--- src/rtl/conv_regs_pkg.sv ---
// package for the converter clock, range and power register bank
// assumes a 32-bit Avalon-MM slave with byte addresses = 4 * register index
package conv_regs_pkg;
    // register indices as printed; byte address is four times the index
    localparam logic [7:0] IDX_CLOCK_NOISE    = 8'h2B;
    localparam logic [7:0] IDX_REF_EDGE_POS   = 8'h2C;
    localparam logic [7:0] IDX_FULLSCALE      = 8'h30;
    localparam logic [7:0] IDX_POWER_MODE     = 8'h37;
    localparam logic [7:0] IDX_TIMESTAMP_CTRL = 8'h3B;
    localparam logic [7:0] IDX_STATUS         = 8'h40;
    localparam int         ADDR_W             = 10;
    // reset values
    localparam logic [7:0]  RST_CLOCK_NOISE    = 8'h10;
    localparam logic [23:0] RST_REF_EDGE_POS   = 24'h000000;
    localparam logic [15:0] RST_FULLSCALE      = 16'hA000;
    localparam logic [7:0]  RST_POWER_MODE     = 8'h4B;
    localparam logic [7:0]  RST_TIMESTAMP_CTRL = 8'h00;
    // field positions
    localparam int BIT_ANALOG_QUIET = 2;
    localparam int BIT_CORE_QUIET   = 0;
    // operating mode codes
    localparam logic [7:0] MODE_HIGH_PERF = 8'h4B;
    localparam logic [7:0] MODE_LOW_POWER = 8'h46;
    localparam logic [15:0] FS_MIN_RECOMMENDED = 16'h2000;
    // status bit positions
    localparam int ST_LOW_POWER   = 0;
    localparam int ST_MODE_REJECT = 1;
    localparam int ST_FS_LOW      = 2;

    // bus request bundle
    typedef struct packed {
        logic [ADDR_W-1:0] address;
        logic              read;
        logic              write;
        logic [31:0]       writedata;
        logic [3:0]        byteenable;
    } avm_req_t;

    // analog controls driven out of the bank
    typedef struct packed {
        logic        analog_clock_supply_quiet_en;
        logic        clock_core_supply_quiet_en;
        logic [15:0] fullscale_range;
        logic        low_power_mode;
        logic [7:0]  timestamp_input_control;
    } analog_ctrl_t;
endpackage : conv_regs_pkg

--- src/rtl/edge_pos_capture.sv ---
// edge position capture: synchronises the 24-bit position word from the clock path
// assumes the source holds its word stable while its strobe toggles
module edge_pos_capture
    import conv_regs_pkg::*;
#(
    parameter int WIDTH = 24
) (
    // clock and reset
    input  wire logic             clk,
    input  wire logic             rst_n,
    input  wire logic             ce,
    // asynchronous source
    input  wire logic             pos_toggle,
    input  wire logic [WIDTH-1:0] pos_word,
    // captured value
    output logic      [WIDTH-1:0] pos_value
);
    logic [2:0]       tog_reg, tog_next;
    logic [WIDTH-1:0] word1_reg, word1_next;
    logic [WIDTH-1:0] word2_reg, word2_next;
    logic [WIDTH-1:0] val_reg, val_next;

    // toggle crosses on two flops; third flop only feeds edge detect
    // the word also passes two flops so no logic reads the raw pins
    always_comb begin
        tog_next   = {tog_reg[1:0], pos_toggle};
        word1_next = pos_word;
        word2_next = word1_reg;
        val_next   = val_reg;
        if (tog_reg[2] != tog_reg[1]) begin
            val_next = word2_reg; // word has settled two flops behind the pins
        end
    end

    always_ff @(posedge clk or negedge rst_n) begin
        if (!rst_n) begin
            tog_reg   <= 3'h0;
            word1_reg <= '0;
            word2_reg <= '0;
            val_reg   <= WIDTH'(RST_REF_EDGE_POS);
        end else if (ce) begin
            tog_reg   <= tog_next;
            word1_reg <= word1_next;
            word2_reg <= word2_next;
            val_reg   <= val_next;
        end
    end

    assign pos_value = val_reg;
endmodule // edge_pos_capture

--- src/rtl/conv_regs.sv ---
// converter clock noise, full-scale range and power mode register bank
// assumes an Avalon-MM master on REF_CLK and a position source in another domain
// Notes on behaviour
// software keeps reserved clock-noise bits at default
// clock noise register resets to 0x10
// bit 2 enables analog clock supply quieting
// bit 0 enables clock core supply quieting
// read-only 24-bit edge position, resets zero
// software uses position to pick delay
// 16-bit full-scale range, resets 0xA000
// software keeps full-scale at least 0x2000
// mode 0x4B high performance, 0x46 low
// software writes all power registers together
// software recalibrates after mode change
// software clears calibration and link first
module conv_regs
    import conv_regs_pkg::*;
(
    // clock, reset, enable
    input  wire logic                       REF_CLK,
    input  wire logic                       RST_N,
    input  wire logic                       CLK_EN,
    // avalon-mm slave
    input  wire conv_regs_pkg::avm_req_t    AVM_REQ,
    output logic                            AVM_WAITREQUEST,
    output logic      [31:0]                AVM_READDATA,
    output logic      [1:0]                 AVM_RESPONSE,
    // edge position source, other domain
    input  wire logic                       POS_TOGGLE,
    input  wire logic [23:0]                POS_WORD,
    // analog controls
    output conv_regs_pkg::analog_ctrl_t     ANALOG_CTRL
);
    import conv_regs_pkg::*;

    // register index decode, used for read and write
    function automatic logic [7:0] reg_index(input logic [ADDR_W-1:0] a);
        return a[ADDR_W-1:2];
    endfunction

    function automatic logic known_index(input logic [7:0] i);
        return (i == IDX_CLOCK_NOISE) || (i == IDX_REF_EDGE_POS) || (i == IDX_FULLSCALE) ||
               (i == IDX_POWER_MODE) || (i == IDX_TIMESTAMP_CTRL) || (i == IDX_STATUS);
    endfunction

    logic [7:0]  clk_noise_reg, clk_noise_next;
    logic [15:0] fs_reg, fs_next;
    logic [7:0]  mode_reg, mode_next;
    logic [7:0]  timestamp_input_reg, timestamp_input_next;
    logic        reject_reg, reject_next;
    logic        ack_reg, ack_next;
    logic [31:0] rdata_reg, rdata_next;
    logic [1:0]  resp_reg, resp_next;
    logic [23:0] edge_pos;
    logic [7:0]  idx;
    logic        req;

    // position word crosses from the clock path domain
    edge_pos_capture #(
        .WIDTH      (24)
    ) edge_pos_capture_i (
        .clk        (REF_CLK),
        .rst_n      (RST_N),
        .ce         (CLK_EN),
        .pos_toggle (POS_TOGGLE),
        .pos_word   (POS_WORD),
        .pos_value  (edge_pos)
    );

    assign idx = reg_index(AVM_REQ.address);
    assign req = (AVM_REQ.read || AVM_REQ.write) && !ack_reg;

    // one wait cycle: request taken when seen, answered with waitrequest low next cycle
    always_comb begin
        clk_noise_next = clk_noise_reg;
        fs_next        = fs_reg;
        mode_next      = mode_reg;
        timestamp_input_next     = timestamp_input_reg;
        reject_next    = reject_reg;
        ack_next       = 1'b0;
        rdata_next     = rdata_reg;
        resp_next      = resp_reg;
        if (req) begin
            ack_next  = 1'b1;
            resp_next = known_index(idx) ? 2'h0 : 2'h2; // slave error on unmapped
            if (AVM_REQ.write) begin
                case (idx)
                    IDX_CLOCK_NOISE: begin
                        // reserved bits are stored as written; software keeps defaults
                        if (AVM_REQ.byteenable[0]) clk_noise_next = AVM_REQ.writedata[7:0];
                    end
                    IDX_FULLSCALE: begin
                        if (AVM_REQ.byteenable[0]) fs_next[7:0]  = AVM_REQ.writedata[7:0];
                        if (AVM_REQ.byteenable[1]) fs_next[15:8] = AVM_REQ.writedata[15:8];
                    end
                    IDX_POWER_MODE: begin
                        // reserved codes are refused so the mode stays defined
                        if (AVM_REQ.byteenable[0]) begin
                            if (AVM_REQ.writedata[7:0] == MODE_HIGH_PERF ||
                                AVM_REQ.writedata[7:0] == MODE_LOW_POWER) begin
                                mode_next = AVM_REQ.writedata[7:0];
                            end else begin
                                reject_next = 1'b1;
                            end
                        end
                    end
                    IDX_TIMESTAMP_CTRL: begin
                        if (AVM_REQ.byteenable[0]) timestamp_input_next = AVM_REQ.writedata[7:0];
                    end
                    IDX_STATUS: begin
                        // write one clears the reject flag
                        if (AVM_REQ.byteenable[0] && AVM_REQ.writedata[ST_MODE_REJECT]) begin
                            reject_next = 1'b0;
                        end
                    end
                    default: ;
                endcase
            end else begin
                case (idx)
                    IDX_CLOCK_NOISE:    rdata_next = {24'h000000, clk_noise_reg};
                    IDX_REF_EDGE_POS:   rdata_next = {8'h00, edge_pos};
                    IDX_FULLSCALE:      rdata_next = {16'h0000, fs_reg};
                    IDX_POWER_MODE:     rdata_next = {24'h000000, mode_reg};
                    IDX_TIMESTAMP_CTRL: rdata_next = {24'h000000, timestamp_input_reg};
                    IDX_STATUS: begin
                        rdata_next                 = 32'h00000000;
                        rdata_next[ST_LOW_POWER]   = (mode_reg == MODE_LOW_POWER);
                        rdata_next[ST_MODE_REJECT] = reject_reg;
                        rdata_next[ST_FS_LOW]      = (fs_reg < FS_MIN_RECOMMENDED);
                    end
                    default:            rdata_next = 32'h00000000;
                endcase
            end
        end
    end

    always_ff @(posedge REF_CLK or negedge RST_N) begin
        if (!RST_N) begin
            clk_noise_reg <= RST_CLOCK_NOISE;
            fs_reg        <= RST_FULLSCALE;
            mode_reg      <= RST_POWER_MODE;
            timestamp_input_reg     <= RST_TIMESTAMP_CTRL;
            reject_reg    <= 1'b0;
            ack_reg       <= 1'b0;
            rdata_reg     <= 32'h00000000;
            resp_reg      <= 2'h0;
        end else if (CLK_EN) begin
            clk_noise_reg <= clk_noise_next;
            fs_reg        <= fs_next;
            mode_reg      <= mode_next;
            timestamp_input_reg     <= timestamp_input_next;
            reject_reg    <= reject_next;
            ack_reg       <= ack_next;
            rdata_reg     <= rdata_next;
            resp_reg      <= resp_next;
        end
    end

    // waitrequest low only in the answer cycle
    assign AVM_WAITREQUEST = !ack_reg;
    assign AVM_READDATA    = rdata_reg;
    assign AVM_RESPONSE    = resp_reg;

    // analog control outputs straight from the stored fields
    assign ANALOG_CTRL.analog_clock_supply_quiet_en = clk_noise_reg[BIT_ANALOG_QUIET];
    assign ANALOG_CTRL.clock_core_supply_quiet_en   = clk_noise_reg[BIT_CORE_QUIET];
    assign ANALOG_CTRL.fullscale_range              = fs_reg;
    assign ANALOG_CTRL.low_power_mode               = (mode_reg == MODE_LOW_POWER);
    assign ANALOG_CTRL.timestamp_input_control      = timestamp_input_reg;

    // mode register holds only the two legal codes
    a_mode_legal: assert property (@(posedge REF_CLK) disable iff (!RST_N)
        (mode_reg == MODE_HIGH_PERF) || (mode_reg == MODE_LOW_POWER))
        else $error("power mode holds a reserved code");

    // a reserved mode write leaves the mode unchanged and sets reject
    a_mode_reject: assert property (@(posedge REF_CLK) disable iff (!RST_N)
        (CLK_EN && req && AVM_REQ.write && idx == IDX_POWER_MODE && AVM_REQ.byteenable[0] &&
         AVM_REQ.writedata[7:0] != MODE_HIGH_PERF && AVM_REQ.writedata[7:0] != MODE_LOW_POWER)
        |=> (reject_reg && $stable(mode_reg)))
        else $error("reserved mode code not refused");

    // analog quiet enable follows a write of bit 2
    a_analog_quiet: assert property (@(posedge REF_CLK) disable iff (!RST_N)
        (CLK_EN && req && AVM_REQ.write && idx == IDX_CLOCK_NOISE && AVM_REQ.byteenable[0])
        |=> (ANALOG_CTRL.analog_clock_supply_quiet_en ==
             $past(AVM_REQ.writedata[BIT_ANALOG_QUIET])))
        else $error("analog quiet enable not updated");

    // core quiet enable follows a write of bit 0
    a_core_quiet: assert property (@(posedge REF_CLK) disable iff (!RST_N)
        (CLK_EN && req && AVM_REQ.write && idx == IDX_CLOCK_NOISE && AVM_REQ.byteenable[0])
        |=> (ANALOG_CTRL.clock_core_supply_quiet_en == $past(AVM_REQ.writedata[0])))
        else $error("core quiet enable not updated");

    // full-scale write lands in the output
    a_fs_write: assert property (@(posedge REF_CLK) disable iff (!RST_N)
        (CLK_EN && req && AVM_REQ.write && idx == IDX_FULLSCALE && AVM_REQ.byteenable == 4'hF)
        |=> (ANALOG_CTRL.fullscale_range == $past(AVM_REQ.writedata[15:0])))
        else $error("full-scale range not updated");

    // position read returns zero-extended capture
    a_pos_read: assert property (@(posedge REF_CLK) disable iff (!RST_N)
        (CLK_EN && req && AVM_REQ.read && idx == IDX_REF_EDGE_POS)
        |=> (AVM_READDATA == {8'h00, $past(edge_pos)} && !AVM_WAITREQUEST))
        else $error("edge position read wrong");

    // a request is answered in exactly one wait cycle
    a_bus_answer: assert property (@(posedge REF_CLK) disable iff (!RST_N)
        (CLK_EN && req) |=> !AVM_WAITREQUEST)
        else $error("bus request not answered");

    // position register is read-only
    a_pos_ro: assert property (@(posedge REF_CLK) disable iff (!RST_N)
        (CLK_EN && req && AVM_REQ.write && idx == IDX_REF_EDGE_POS)
        |=> ($stable(clk_noise_reg) && $stable(fs_reg) && $stable(mode_reg)))
        else $error("write to position altered a register");

    // a low clock enable freezes the bus answer, the reject flag and the clock noise, full-scale and mode fields
    a_enable_freeze: assert property (@(posedge REF_CLK) disable iff (!RST_N)
        !CLK_EN |=> ($stable(ack_reg) && $stable(clk_noise_reg) && $stable(fs_reg) &&
                     $stable(mode_reg) && $stable(reject_reg)))
        else $error("state moved while clock enable low");

    // writing one to the reject bit clears the sticky flag
    a_reject_clear: assert property (@(posedge REF_CLK) disable iff (!RST_N)
        (CLK_EN && req && AVM_REQ.write && idx == IDX_STATUS && AVM_REQ.byteenable[0] &&
         AVM_REQ.writedata[ST_MODE_REJECT]) |=> !reject_reg)
        else $error("mode reject flag not cleared");
endmodule // conv_regs

--- config.mk ---
export PLATFORM = sky130hd
export DESIGN_NAME = conv_regs
export DESIGN_NICKNAME = d
export VERILOG_FILES = /design/src/rtl/conv_regs_pkg.sv /design/src/rtl/edge_pos_capture.sv /design/src/rtl/conv_regs.sv
export SDC_FILE = /design/constraint.sdc
export NUM_CORES = 1
export LEC_CHECK = 0
export ABC_AREA = 1
export BUFFER_PORTS_ARGS = -buffer_cell sky130_fd_sc_hd__buf_2
export CORE_MARGIN = 1
export CORE_UTILIZATION = 26
export CTS_CLUSTER_DIAMETER = 80
export DETAILED_ROUTE_END_ITERATION = 10
export PLACE_DENSITY_LB_ADDON = 0.15
export SYNTH_ARGS = -nofsm -noshare
export SYNTH_HDL_FRONTEND = slang
export SYNTH_SLANG_ARGS = --single-unit
--- constraint.sdc ---
create_clock -name REF_CLK -period 3.84 [get_ports REF_CLK]
set_input_delay 0.192 -clock REF_CLK [delete_from_list [all_inputs] [get_ports REF_CLK]]
set_output_delay 0.192 -clock REF_CLK [all_outputs]
set_load 0.01 [all_outputs]
==> results list <==
* Diode count: 0
* Final setup slack of the worst path: 1.953 ns
* Share of the yosys chip area belonging to registers: 0.5833
* Headroom to the max-slew limit: 0.3162
* DR WL/cell: 13.82 um
- Type of destination of the critical path: register
* Buffer levels on the longest clock path: 2
- Via count of the routed design: 4772
- The first global-routing pass estimated 25.92 mm of wire.
- Initial antenna violation count: 0
- Setup repair after global routing left no endpoint under its margin.
- After detailed routing, the number of remaining DRC violations is 0.
- The run finished with clean final reports.
- The initial utilization of the core area, before any placement, comes to 0.2673.
- TritonCTS built the clock tree.
- Area grow syn2layout: 26.04%
- Min Clock Period, post-route: 1.887 ns
* Area used by multi-input combinational logic: 2085 um^2
- Most area-hungry cell type in the Yosys netlist: sky130_fd_sc_hd__dfrtp_1
* Count of unique library cells instantiated by Yosys: 25
- Highest clock frequency the design can meet: 530.0 MHz
- After synthesis, the cell types taking the most area are sky130_fd_sc_hd__dfrtp_1, sky130_fd_sc_hd__nand2_1, sky130_fd_sc_hd__o21ai_0, sky130_fd_sc_hd__nand3_1, sky130_fd_sc_hd__inv_1.
* Pin count of the biggest net entering global routing: 87
- Die area: around 24000 um^2
* Overflow left after global routing: 0
- Dividing the detail-routed via count by the number of cells gives 4.139.
* Count of yosys warnings during synthesis: 0
- Data on the critical path arrives at its endpoint at about 2.2 ns.
* Number of nets at the end of the flow: 906
- Category of the critical setup timing path: reg2reg
- Setup-violating endpoint count in the final report: 0
- The share of synthesized area in the top cell type comes to 0.5532.
- For this run, the total global-route usage over all layers was measured as 0.1411.
* Maximum vdd drop: 0.2341 mV
- The wire-length estimate of the detail-placed layout is 10.98 mm.
- Summed over all failing endpoints, the final setup total negative slack is 0 ns.
- Across the routed clock network, the largest skew measured is 0.009172 ns.
- The min-delay analysis places its worst path in the category in2reg.
- Vias in the first global route: between 4000 and 5000
- The total count of max-transition violations in the final report came to 0.
- The root buffer cell chosen for the clock tree is sky130_fd_sc_hd__clkbuf_16.
* Post-Route WL: about 16 mm
* Layout cells sized above 1: 0.1988
- For the worst-skew pair, the clock arrives at the later sink with an insertion delay of between 0.4 and 0.5 ns.
* # resized after CTS: 0
- At the end of routability-driven placement, the weighted congestion stood at 0.7917.
- Standby leakage power: about 0.004 uW
- Clock tree sinks: between 100 and 150
* Max-cap violations: 0
* DRT antenna net count: 0
- roughly 140 I/O pins were placed.
- Number of post-CTS setup repair buffers: 0
- The cell count after synthesis came out at 703.
- In this run the core area contains 55 standard-cell rows.
* CTS H-Tree Depth: 4
- The synthesized netlist occupies a cell area of 6107 um^2.
* Number of buffers inserted by hold repair at cts: 27
- During placement, the flow inserted port buffers numbering 108.
- In this run the power density over the cells is 460.8 nW/um^2.
* Mean Syn Cell Area: between 8 and 9 um^2
* Type of origin of the critical path: register
- Timing analysis after detailed placement gives a worst setup slack of about 1.6 ns.
- Hold violation total from the final report: 0
- Fill cell total of the finished layout: 2430
- Die H: around 160 um
* Period Utilization, post-route: 0.4914
- Clock-pin slew was measured on the worst setup and hold paths at 0.06 ns.
- Transition at the pin with the smallest max-transition slack: 1.022 ns
- Crit path max fanout: 18
- The first detailed-routing pass ran for 4 iterations.
- Storage element area: 3562 um^2
- The synthesized design contains 142 register bits.
- STA puts the critical path data required time at 4.14 ns.
- Core Area: 22850 um^2
- Number of buffers created by CTS: 17
- For this block, the initial DRC count from the detailed router was 235.
- In this run the horizontal extent of the chip is 155.3 um.
## cell type report
type                    instances  area share
clock buffers                  21     0.06112
flip-flops and latches        142      0.4628
repair buffers                141      0.1120
clock inverters                 8    0.008127
well taps                     313     0.05088
multi-input cells             458      0.2708
inverters                      70     0.03430
## worst max-delay path, stage by stage (launching register included)
cell and delay, ns:
sky130_fd_sc_hd__dfrtp_1 0.40, sky130_fd_sc_hd__inv_1 0.15, sky130_fd_sc_hd__o21ai_1 0.19, sky130_fd_sc_hd__nor3_4 0.70
sky130_fd_sc_hd__nand2_1 0.13, sky130_fd_sc_hd__nor2_1 0.11, sky130_fd_sc_hd__a21oi_1 0.07
## placed cells by master (no fill, tap or decap), types with 8 or more instances in the layout
master,n
sky130_fd_sc_hd__nand2_1,246
sky130_fd_sc_hd__dfrtp_1,135
sky130_fd_sc_hd__buf_2,107
sky130_fd_sc_hd__o21ai_0,73
sky130_fd_sc_hd__inv_1,66
sky130_fd_sc_hd__nand3_1,54
sky130_fd_sc_hd__dlygate4sd3_1,27
sky130_fd_sc_hd__nor2_1,24
sky130_fd_sc_hd__o21ai_1,19
sky130_fd_sc_hd__clkbuf_16,17
sky130_fd_sc_hd__conb_1,9
sky130_fd_sc_hd__a21oi_1,8
sky130_fd_sc_hd__a22o_1,8
## cells by family after synthesis
logic type / count (synthesis) / share of synthesized area
simple gates: 340 / 0.2397
other cells: 1 / 0.0006140
flops: 142 / 0.5833
compound gates: 109 / 0.09424
buf+inv: 111 / 0.08216
## routing by layer
| layer | up-vias | GRT usage | share of wire | wire length (um) |
|---|---|---|---|---|
| met5 | - | 0 | 0 | 0 |
| met4 | 0 | 0.04669 | 0.016 | 257 |
| met3 | 18 | 0.03370 | 0.041 | 658 |
| met2 | 119 | 0.2096 | 0.43 | 6920 |
| met1 | 2165 | 0.2009 | 0.51 | 8093 |
| li1 | 2470 | - | - | - |
## path summary, 6_finish.rpt
| path | startpoint | to | slack [ns] | depth (start not counted) |
|---|---|---|---|---|
| worst max-delay path | ack_reg | AVM_READDATA[0] | 1.95 | 6 |
| worst min-delay path | POS_WORD[7] | edge_pos_capture_i.word1_reg[7] | 0.03 | 3 |
| worst max register to register | ack_reg | AVM_READDATA[0] | 1.95 | 6 |
| worst min register to register | edge_pos_capture_i.word1_reg[20] | edge_pos_capture_i.word1_reg[20] | 0.47 | 2 |
| max in group asynchronous | RST_N | mode_reg[6] | 2.52 | 3 |
| min in group asynchronous | RST_N | clk_noise_reg[2] | 0.38 | 2 |
## metrics by stage
step / total power (uW) / instances / util / area, um^2 / hold slack, ns
after floorplan: 1901 / 711 / - / 6137 / -0.1036
after global placement: 2044 / 1097 / 0.3018 / 6894 / 0.3169
after detailed placement: 2051 / 1097 / 0.3018 / 6894 / 0.3232
after CTS: 3598 / 1153 / 0.3369 / 7697 / 0.008214
after global routing: 3724 / 1153 / 0.3369 / 7697 / 0.01430
final: 3547 / 1153 / 0.3369 / 7697 / 0.02533
## cells in the mapped netlist
cell type and count:
sky130_fd_sc_hd__clkbuf_1 13, sky130_fd_sc_hd__a21oi_1 8, sky130_fd_sc_hd__nand4_1 1, sky130_fd_sc_hd__buf_6 3
sky130_fd_sc_hd__inv_2 3, sky130_fd_sc_hd__nand3_4 3, sky130_fd_sc_hd__nand3_1 54, sky130_fd_sc_hd__buf_4 12
sky130_fd_sc_hd__o21ai_0 74, sky130_fd_sc_hd__nor3_4 4, sky130_fd_sc_hd__nor3_1 2, sky130_fd_sc_hd__inv_1 66
sky130_fd_sc_hd__dfrtp_1 135, sky130_fd_sc_hd__a22o_1 8, sky130_fd_sc_hd__nor2_2 2, sky130_fd_sc_hd__clkinv_2 1
sky130_fd_sc_hd__o21ai_1 19, sky130_fd_sc_hd__nand3_2 1, sky130_fd_sc_hd__conb_1 1, sky130_fd_sc_hd__nand2_2 2
sky130_fd_sc_hd__buf_2 13, sky130_fd_sc_hd__dfstp_2 7, sky130_fd_sc_hd__nor2_4 1, sky130_fd_sc_hd__nor2_1 24
sky130_fd_sc_hd__nand2_1 246
## power breakdown
part	total [uW]	internal (uW)	switching, uW
registers	1700	1630	71.5
logic	331	121	210
clock network	1510	870	642
total	3550	2620	924
(Power assumes the default switching activity.)
